## src/common/bcr_pkg.sv

```systemverilog
// package: command codes, reset values, field positions and scaling of the
// backup controller configuration registers
// assumes: one 10 MHz clock domain, synchronous active-low reset
package bcr_pkg;
   localparam logic [7:0]  CMD_ALERT_MASK   = 8'h02;
   localparam logic [7:0]  CMD_REG_REF      = 8'h03;
   localparam logic [7:0]  CMD_SHUNT_V      = 8'h05;
   localparam logic [7:0]  CMD_CHG_CH_EN    = 8'h06;
   localparam logic [15:0] RST_ALERT_MASK   = 16'h0000;
   localparam logic [3:0]  RST_REG_REF      = 4'hA;
   localparam logic [15:0] RST_SHUNT_V      = 16'h3998;
   localparam logic [11:0] RST_CHG_CH_EN    = 12'hF02;
   localparam logic [15:0] MASK_ALERT_BITS  = 16'h7FFF;
   localparam logic [11:0] MASK_CHG_CH_BITS = 12'hFFE;
   localparam int          BIT_PWR_RET      = 11;
   localparam int          BIT_BALANCING    = 12;
   localparam int          BIT_SHUNTING     = 13;
   localparam int          BIT_PRECHARGE    = 14;
   localparam int          CH_FIRST         = 1;
   localparam int          CH_LAST          = 11;
   // reference = base + step * code, in units of 0.1 mV
   localparam logic [15:0] REF_BASE_TENTH_MV = 16'h18E7;
   localparam logic [15:0] REF_STEP_TENTH_MV = 16'h0177;
   // shunt limit weight 182.8 uV per count; thresholds in counts
   localparam logic [15:0] SHUNT_3V6_COUNTS  = 16'h4CEE;
   localparam logic [15:0] SHUNT_25MV_COUNTS = 16'h0089;
   localparam int          NUM_CELLS         = 4;
endpackage

```

## src/hdl/bcr_config_regs.sv

```systemverilog
// configuration register bank: alert mask, regulation reference, shunt
// limit, charging-mode channel enables, with the logic these registers steer
// assumes: command-addressed access decoded by the management bus engine;
// cell voltages arrive already digitised in shunt-limit counts
// Operation
// - mask bit 11 alerts on power-returned rise
// - mask bit 12 alerts on balancing rise
// - mask bit 13 alerts on shunting rise
// - mask bit 14 alerts on precharge rise
// - reference code bits 3:0, reset ten
// - reference is 637.5mV plus 37.5mV per code
// - below 3.6V shunt within 25mV of limit
// - above 3.6V never shunt, still reduce charge
// - reduce charge current nearing the limit
// - channel enables bits 11:1, reset 3842
// - bit 2 enables die temperature conversion
// - bits 3-7 enable gpi, iin, vout, vcap, vin
// - bits 9-11 enable cells two to four
// - mask writable; set bit enables rising alert
`timescale 1ns/1ps
module bcr_config_regs
   import bcr_pkg::*;
#(
   parameter int CONV_CYCLES = 16
) (
   input  wire logic                 clock,
   input  wire logic                 nrst,
   input  wire logic                 wrStrobe,
   input  wire logic                 rdStrobe,
   input  wire logic [7:0]           cmdCode,
   input  wire logic [15:0]          wrData,
   output logic      [15:0]          rdData,
   output logic                      rdValid,
   output logic                      rdError,
   input  wire logic [14:0]          monStatus,
   input  wire logic                 alertAck,
   output logic                      alertActive,
   input  wire logic                 chargingMode,
   input  wire logic [NUM_CELLS*16-1:0] cellVoltage,
   output logic      [15:0]          capRefTenthMv,
   output logic      [NUM_CELLS-1:0] shuntOn,
   output logic                      chargeReduce,
   output logic                      convStart,
   output logic      [3:0]           convChannel
);
   // slot counter is sixteen bits wide and must count at least one cycle
   if (CONV_CYCLES < 1 || CONV_CYCLES > 65535) begin : g_badConvCycles
      $error("CONV_CYCLES out of range");
   end

   logic [15:0] alertMask_q;
   logic [3:0]  regRef_q;
   logic [15:0] shuntV_q;
   logic [11:0] chgChEn_q;
   logic [14:0] monPrev_q;
   logic [15:0] convCnt_q;
   logic [3:0]  curCh_q;
   logic [14:0] monRise;
   logic        shuntAllowed;

   function automatic logic [3:0] next_enabled(input logic [3:0] from, input logic [11:0] en);
      logic [3:0] res;
      logic [3:0] c;
      res = from;
      c = from;
      for (int i = 0; i < CH_LAST; i++) begin
         c = (c >= 4'(CH_LAST)) ? 4'(CH_FIRST) : c + 4'h1;
         if (en[c] && res == from) begin
            res = c;
         end
      end
      return res;
   endfunction

   // register writes
   always_ff @(posedge clock) begin
      if (!nrst) begin
         alertMask_q <= RST_ALERT_MASK;
         regRef_q    <= RST_REG_REF;
         shuntV_q    <= RST_SHUNT_V;
         chgChEn_q   <= RST_CHG_CH_EN;
      end else if (wrStrobe) begin
         unique case (cmdCode)
            CMD_ALERT_MASK: alertMask_q <= wrData & MASK_ALERT_BITS;
            CMD_REG_REF:    regRef_q    <= wrData[3:0];
            CMD_SHUNT_V:    shuntV_q    <= wrData;
            CMD_CHG_CH_EN:  chgChEn_q   <= wrData[11:0] & MASK_CHG_CH_BITS;
            default: begin
            end
         endcase
      end
   end

   // register reads, unmapped codes flag an error and read zero
   always_ff @(posedge clock) begin
      if (!nrst) begin
         rdData  <= 16'h0000;
         rdValid <= 1'b0;
         rdError <= 1'b0;
      end else begin
         rdValid <= rdStrobe;
         rdError <= 1'b0;
         if (rdStrobe) begin
            unique case (cmdCode)
               CMD_ALERT_MASK: rdData <= alertMask_q;
               CMD_REG_REF:    rdData <= {12'h000, regRef_q};
               CMD_SHUNT_V:    rdData <= shuntV_q;
               CMD_CHG_CH_EN:  rdData <= {4'h0, chgChEn_q};
               default: begin
                  rdData  <= 16'h0000;
                  rdError <= 1'b1;
               end
            endcase
         end
      end
   end

   // alert on masked rising edges of monitor status, held until acknowledged
   assign monRise = monStatus & ~monPrev_q;
   always_ff @(posedge clock) begin
      if (!nrst) begin
         monPrev_q   <= 15'h0000;
         alertActive <= 1'b0;
      end else begin
         monPrev_q <= monStatus;
         if (|(monRise & alertMask_q[14:0])) begin
            alertActive <= 1'b1;
         end else if (alertAck) begin
            alertActive <= 1'b0;
         end
      end
   end

   // feedback reference from the code
   always_ff @(posedge clock) begin
      if (!nrst) begin
         capRefTenthMv <= REF_BASE_TENTH_MV;
      end else begin
         capRefTenthMv <= REF_BASE_TENTH_MV + 16'(REF_STEP_TENTH_MV * regRef_q);
      end
   end

   // shunt and charge-reduction comparisons per cell
   assign shuntAllowed = shuntV_q < SHUNT_3V6_COUNTS;
   always_ff @(posedge clock) begin
      if (!nrst) begin
         shuntOn      <= '0;
         chargeReduce <= 1'b0;
      end else begin
         logic anyNear;
         anyNear = 1'b0;
         for (int k = 0; k < NUM_CELLS; k++) begin
            logic near;
            near = ({1'b0, cellVoltage[k*16 +: 16]} + {1'b0, SHUNT_25MV_COUNTS})
                   >= {1'b0, shuntV_q};
            shuntOn[k] <= near && shuntAllowed;
            anyNear = anyNear | near;
         end
         chargeReduce <= anyNear;
      end
   end

   // charging-mode measurement round over enabled channels only
   always_ff @(posedge clock) begin
      if (!nrst) begin
         convCnt_q   <= 16'h0000;
         curCh_q     <= 4'(CH_LAST);
         convStart   <= 1'b0;
         convChannel <= 4'h0;
      end else begin
         convStart <= 1'b0;
         if (!chargingMode || chgChEn_q == 12'h000) begin
            convCnt_q <= 16'h0000;
         end else if (convCnt_q == 16'h0000) begin
            logic [3:0] nxt;
            nxt = next_enabled(curCh_q, chgChEn_q);
            if (chgChEn_q[nxt]) begin
               curCh_q     <= nxt;
               convChannel <= nxt;
               convStart   <= 1'b1;
               convCnt_q   <= 16'(CONV_CYCLES - 1);
            end
         end else begin
            convCnt_q <= convCnt_q - 16'h0001;
         end
      end
   end
endmodule
```

## config.mk

```make
export PLATFORM = sky130hd
export DESIGN_NAME = bcr_config_regs
export DESIGN_NICKNAME = d
export VERILOG_FILES = /design/src/common/bcr_pkg.sv /design/src/hdl/bcr_config_regs.sv
export SDC_FILE = /design/constraint.sdc
export NUM_CORES = 1
export LEC_CHECK = 0
export BUFFER_PORTS_ARGS = -buffer_cell sky130_fd_sc_hd__buf_4
export CELL_PAD_IN_SITES_DETAIL_PLACEMENT = 1
export CELL_PAD_IN_SITES_GLOBAL_PLACEMENT = 2
export CORE_ASPECT_RATIO = 0.6
export CORE_MARGIN = 10
export CORE_UTILIZATION = 35
export DETAILED_ROUTE_END_ITERATION = 8
export MAX_ROUTING_LAYER = met4
export PLACE_DENSITY_LB_ADDON = 0.1
export SYNTH_ARGS = -nofsm -noshare
export SYNTH_HDL_FRONTEND = slang
export SYNTH_SLANG_ARGS = --single-unit
export TNS_END_PERCENT = 10
```

## constraint.sdc

```tcl
create_clock -name clock -period 18 [get_ports clock]
set_input_delay 5.4 -clock clock [delete_from_list [all_inputs] [get_ports clock]]
set_output_delay 5.4 -clock clock [all_outputs]
set_load 0.05 [all_outputs]
```

==> results of run 1 <==
-- routing by layer --
metal / wire length [um] / GRT usage (%) / up-vias
li1: - / - / 6337
met1: 27900 / 35.9 / 6548
met2: 21100 / 31.8 / 422
met3: 3870 / 5.49 / 42
met4: 510 / 3.44 / 0
met5: 0 / - / -
-- sequential cells by signal, indices dropped and copies added, names as in the netlist, 3 cells and up --
signal,flops
shuntOn,4
alertMask_q,15
shuntV_q,16
monPrev_q,15
chgChEn_q,11
regRef_q,4
rdData,16
convChannel,4
curCh_q,3
capRefTenthMv,14
convCnt_q,16
-- worst max-delay path, delay by kind of cell (launching register included) --
| family | cells | cell delay, ns |
|---|---|---|
| buffers and inverters | 13 | 2.14 |
| AOI/OAI and AO/OA | 18 | 5.30 |
| and+or+nand+nor | 19 | 4.26 |
| DFF | 1 | 0.31 |
| muxes | 4 | 0.93 |
| adders and majority gates | 11 | 3.62 |
-- logic make-up (layout without fill, tap and decap cells) --
group           after synthesis  after routing  share of synthesized area [%]
xor+xnor                     92             92                           6.47
other cells                   1              5                         0.0298
mux                          58             58                           5.13
compound gates              477            477                           26.8
fa+ha+maj                   115            115                           11.7
buf+inv                     159            285                           5.10
simple gates                626            626                           25.1
flops                       123            123                           19.6
-- worst min path at each step --
| stage | start | endpoint | slack, ns | cells past startpoint |
|---|---|---|---|---|
| 6_report | shuntV_q[5]$_SDFFE_PN0P_ | shuntV_q[5]$_SDFFE_PN0P_ | 0.48 | 2 |
| 5_1_grt | shuntV_q[6]$_SDFFE_PN0P_ | shuntV_q[6]$_SDFFE_PN0P_ | 0.50 | 2 |
| 4_1_cts | shuntV_q[5]$_SDFFE_PN0P_ | shuntV_q[5]$_SDFFE_PN0P_ | 0.47 | 2 |
| 3_5_place_dp | shuntV_q[5]$_SDFFE_PN0P_ | shuntV_q[5]$_SDFFE_PN0P_ | 0.47 | 2 |
| 3_3_place_gp | shuntV_q[6]$_SDFFE_PN0P_ | shuntV_q[6]$_SDFFE_PN0P_ | 0.46 | 2 |
| 2_1_floorplan | alertMask_q[6]$_SDFFE_PN0P_ | alertMask_q[6]$_SDFFE_PN0P_ | 0.44 | 2 |
-- metrics by stage --
stage | instance area (um2) | hold slack, ns
3_5_place_dp | 14100 | 0.466
2_1_floorplan | 12600 | 0.443
6_report | 14800 | 0.476
4_1_cts | 14800 | 0.474
5_1_grt | 14800 | 0.504
3_3_place_gp | 14100 | 0.460
-- cells in the mapped netlist (all sizes together) (9+ instances only) --
cell type / n / area (um2)
a211oi: 33 / 253
a21o: 28 / 210
a21oi: 109 / 557
a22oi: 13 / 97.6
a31oi: 26 / 178
and2: 36 / 225
and3: 20 / 130
buf: 18 / 111
clkbuf: 63 / 236
dfxtp: 123 / 2460
ha: 110 / 1380
inv: 73 / 274
mux2: 28 / 315
mux2i: 28 / 284
nand2: 201 / 757
nand2b: 16 / 108
nand3: 56 / 280
nand3b: 15 / 113
nand4: 28 / 175
nor2: 131 / 494
nor2b: 20 / 125
nor3: 37 / 216
nor4: 21 / 159
o211a: 9 / 90.1
o211ai: 25 / 193
o21a: 18 / 135
o21ai: 90 / 462
o22ai: 11 / 68.8
o31ai: 13 / 97.6
or3: 11 / 68.8
xnor2: 70 / 621
xor2: 22 / 193
-- repair_timing --
item,4_1_cts,5_1_grt
buffers inserted,0,0
endpoints found under the hold margin,0,0
setup endpoints to repair,0,7
gates resized for setup,0,2
-- area by class of cell --
type / count / area share (%)
well taps: 467 / 3.95
inverters: 78 / 1.98
multi-input cells: 1370 / 64.2
diodes: 3 / 0.0508
clock inverters: 13 / 1.38
flip-flops and latches: 123 / 16.7
clock buffers: 19 / 2.93
repair buffers: 175 / 8.88
==> impl_results.md, run 1 <==
- Placer's final routability congestion estimate: between 0.9 and 1
- FF-to-FF setup slack: ~1.3 ns
- Drt total wl: 53400 um
- Fin Setup TNS: 0 ns
- CTS tree: built
- DR pass1 iterations: 5
- Syn Area/Cell: 7.61 um2
- Biggest cell delay along the critical path: a little under 0.9 ns
- Sequential cell area: roughly 2500 um2
- Nets: roughly 2000
- Vias: around 13000
- Least-Margin Pin Slew: approximately 1.2 ns
- GRT Residual Overflow: 0
- CP Max Fanout: 18
- Full die area: between 40000 and 50000 um2
- Post-synthesis register bit count: about 120
- Die Ht: between 150 and 200 um
- Final slew viol count: 0
- Number of global-route vias before repair: between 10000 and 15000
- Max-Cap Viols: 0
- H-tree levels: 4
- Setup WS pre-CTS: between 1.5 and 2 ns
- Most used DFF post-synth: dfxtp_1
- CP Data Required Time: 18.28 ns
- Startpoint Class: flip-flop
- Synth cell types: ~110
- F_max: 59.8 MHz
- Non-Filler Instances: between 2000 and 2500
- Worst r2r src: curCh_q[0]$_SDFFE_PN1P_
- Final worst-path cycle share: a little over 90%
- Min-delay worst type: reg -> reg
- RSZ-0062 raised after global routing: no
- DRC: 0
- Final setup violation count: 0
- R2R Path End: curCh_q[3]$_SDFFE_PN1P_
- Most Frequent Cell on Critical Path: inv_1
- Max Clock Skew: 0.00900 ns
- Share of the yosys chip area belonging to registers: 19.6%
- Status: complete, no violations
- WP data arrival: ~17 ns
- Via density: ~6
- PortBufs: about 150
- Clk pin slew, worst setup/hold paths: roughly 0.06 ns
- # rows: 53
- CTS Hold Bufs: 0
- Clock Path Buffers: 2
- Post-Synthesis Cells: 1651
- Area growth, synth to finish: 17.6%
- Fillers: around 4300
- Reg2Reg Depth: between 60 and 70
- Worst-skew pair later-pin latency: 0.42 ns
- Die width: between 200 and 300 um
- Num CTS Buffers: 17
- Critical path's slowest cell: a221oi_1
- Core Area: between 30000 and 40000 um2
- Number of nets still failing antenna checks after routing: 0
- Final WS setup: approximately 1.3 ns
- Clk sinks: 123
- Max_slew headroom: 20.4%
- # IOs: 154
- Critical Path Source: curCh_q[0]$_SDFFE_PN1P_
- Yosys warns: 0
- Ys async rst share: 0%
- DRT iter0 DRCs: about 1100
- Commonest non-fill, non-tap cell in the layout: nand2_1
- Synthesized area: about 13000 um2
- Most frequent cells in the layout: nand2_1 (200), buf_4 (175), nor2_1 (130)
- Initial antenna violation count: 3
- Final hold violations: 0
- Initial Utilization: 35.7%
- Fin util: roughly two fifths
- GRT Util Overall: between 20% and 30%
- Worst setup endpoint: curCh_q[3]$_SDFFE_PN1P_
- CP Class: reg -> reg
- First-pass GRT wire length: 81300 um
- Detail Placement HPWL: around 42000 um
- Crit path time final: between 15 and 20 ns
- Cells after DPL: approximately 2200
- Multi-input gate area: around 9500 um2
- Largest net degree at the start of global routing: 61
- CTS Root Cell: clkbuf_16
- Post-synth EDFFs: 0
- Worst setup EP type: flip-flop
- Share of cells above drive strength 1: 16.5%
- Wire length per cell: between 20 and 25 um
Power of run 1 is not shown: default switching activity piles up to over one toggle a cycle in this logic, so the estimate is an artifact.
==> run 2: changes to the inputs <==
ABC_AREA = 1   (was not set)
CORE_UTILIZATION = 32   (was 35)
==> impl_results.md, run 2 <==
- Final hold violations: 0 (unchanged)
- Crit-path leading delay family: simple AND/OR/NAND/NOR gates
- Wire length per cell: 20.2 um (-15%)
- CP Class: reg -> reg
- PortBufs: 151 (unchanged)
- Diode count: 0 (-3)
- CP Max Fanout: 13 (-5)
- WP buf/inv: 15 (+2)
- H-tree levels: 4 (unchanged)
- # rows: 53 (unchanged)
- Syn Area/Cell: 6.54 um2 (-14%)
- Synthesized area: 11600 um2 (-7.9%)
- DR pass1 iterations: 7 (+2)
- DRC: 0 (unchanged)
- Via density: 5.29 (-11%)
- Final hold slack: 0.469 ns (-0.00640 ns)
- Crit path time final: 13.63 ns (-3.09 ns)
- GRT Residual Overflow: 0 (unchanged)
- Worst-skew pair later-pin latency: 0.45 ns (+0.03 ns)
- Yosys warns: 0 (unchanged)
- Least-Margin Pin Slew: 1.33 ns (+0.140 ns)
- RSZ-0062 raised after global routing: no
- Commonest non-fill, non-tap cell in the layout: nand2_1
- Number of nets still failing antenna checks after routing: 0 (unchanged)
- Ys async rst share: 0% (unchanged)
- Min-delay worst type: reg -> reg
- Final setup violation count: 0 (unchanged)
- Final slew viol count: 0 (unchanged)
- Largest net degree at the start of global routing: 57 (-6.6%)
- Cells taking the most area after synthesis: dfxtp_1 (21%), nand2_1 (12%), ha_1 (12%), inv_1 (7.1%), nand3_1 (6.4%)
- Final worst-path cycle share: 75.7% (-17 points)
- Clock Path Buffers: 2 (unchanged)
- Max Clock Skew: 0.0157 ns (+0.00671 ns)
- Most frequent cells after synthesis: nand2_1 (370), inv_1 (220), nand3_1 (148)
- Most used DFF post-synth: dfxtp_1
- Drt total wl: 48300 um (-9.5%)
- Max-Cap Viols: 0 (unchanged)
- Full die area: 44400 um2 (+0.68%)
- CTS Hold Bufs: 0 (unchanged)
- Vias: 12600 (-5.3%)
- Setup Fix Bufs, Post-CTS: 0 (unchanged)
- Worst setup EP type: flip-flop
- Area growth, synth to finish: 19.3%
- DRT iter0 DRCs: 923 (-12%)
- Initial Utilization: 32.8% (-2.9 points)
- Clk sinks: 123 (unchanged)
- Max_slew headroom: 10.4% (-10 points)
- Number of global-route vias before repair: 12700 (-3.7%)
- Clk pin slew, worst setup/hold paths: 0.06 ns (about the same)
- Core Area: 35300 um2 (+0.38%)
- F_max: 73.4 MHz (+23%)
- Die width: 266 um (+0.35%)
- Nets: 2134 (+7.3%)
- Num CTS Buffers: 17 (unchanged)
- Post-synthesis register bit count: 123 (unchanged)
- CTS tree: built
- Initial antenna violation count: 0 (-3)
- Post-synth EDFFs: 0 (unchanged)
- Share of the yosys chip area belonging to registers: 21.3% (+1.7 points)
- Startpoint Class: flip-flop
- Top Registers: convCnt_q: 16 flops, rdData: 16 flops, shuntV_q: 16 flops
- Fin Setup TNS: 0 ns (unchanged)
- Synth cell types: 56 (-49%)
- Placer's final routability congestion estimate: 0.898 (-5.2%)
- Share of cells above drive strength 1: 15.2% (-1.3 points)
- Count leader, synth: nand2_1
- Die Ht: 167 um (+0.33%)
- Post-CTS Resized: 0 (unchanged)
- Detail Placement HPWL: 38900 um (-7.1%)
- Area leader, netlist: dfxtp_1
- Share of the synthesized area in the top cell type: 21.3% (+1.7 points)
- WP data arrival: 13.92 ns (-3.08 ns)
- Most frequent cells in the layout: nand2_1 (370), inv_1 (220), buf_4 (164)
- CP Data Required Time: 18.30 ns (+0.02 ns)
- GRT Util Overall: 21.9% (-2.0 points)
- Most Frequent Cell on Critical Path: nand2_1
- # IOs: 154 (unchanged)
- CTS Root Cell: clkbuf_16
- Status: complete, no violations
- First-pass GRT wire length: 75100 um (-7.6%)
- Biggest cell delay along the critical path: 0.56 ns (-0.32 ns)
- Post-Synthesis Cells: 1770 (+7.2%)
- Critical path's slowest cell: nor2_1
run 2: cell count changes in the layout (fill, tap and decap cells not counted), sizes merged, moves of 22 or more:
| cell | change |
|---|---|
| a211oi | -25 |
| a21o | -26 |
| a31oi | -22 |
| and2 | -32 |
| inv | +159 |
| mux2 | -28 |
| mux2i | -28 |
| nand2 | +203 |
| nand3 | +103 |
| o21ai | +42 |
| xnor2 | -52 |
| xor2 | +27 |
run 2: area by class of cell:
type / instances / area [um2]
clock inverter: 13 / 169
multi-input combinational: 1357 / 8000
tap: 467 / 584
timing repair buffer: 164 / 1230
inverter: 247 / 927
sequential: 123 / 2460
clock buffer: 19 / 443
fill: 4545 / 21500
run 2: cell families (layout without fill, tap and decap cells):
logic type	count (synthesis)	after routing	share of synthesized area [%]
other	1	2	0.0324
and+or+nand+nor	814	814	33.1
buffers and inverters	291	443	9.77
DFF	123	123	21.3
adders and majority gates	115	115	12.7
AOI/OAI and AO/OA	359	359	18.0
xor gates and xnor gates	67	67	5.07
run 2: final timing paths:
check,start,endpoint,slack [ns],cells past startpoint
worst max-delay path,curCh_q[3]$_SDFFE_PN1P_,curCh_q[3]$_SDFFE_PN1P_,4.37,71
worst max register to register,curCh_q[3]$_SDFFE_PN1P_,curCh_q[3]$_SDFFE_PN1P_,4.37,71
worst min-delay path,rdData[4]$_SDFFE_PN0P_,rdData[4]$_SDFFE_PN0P_,0.47,2
worst min register to register,rdData[4]$_SDFFE_PN0P_,rdData[4]$_SDFFE_PN0P_,0.47,2
run 2: layer usage:
layer / global-route usage (%) / vias to the layer above / routed length [um]
met2: 30.6 / 307 / 19400
met1: 32.4 / 6047 / 26000
met5: - / - / 0
li1: - / 6263 / -
met3: 3.85 / 24 / 2590
met4: 3.22 / 0 / 367
run 2: per-stage QoR:
stage	cells	utilization [%]	cell area (um2)	setup WS [ns]
floorplan	1771	-	11600	7.71
global placement	2357	37.3	13200	5.45
detailed placement	2357	37.3	13200	4.69
CTS	2389	39.1	13800	4.59
global route	2390	39.1	13800	2.94
finish	2390	39.1	13800	4.37
run 2: worst min-delay path: cells and delay by family (launching register included):
family / cells / cell delay [ns]
flops: 1 / 0.31
compound gates: 1 / 0.05
simple gates: 1 / 0.06
Power of run 2 is left out for the same reason.
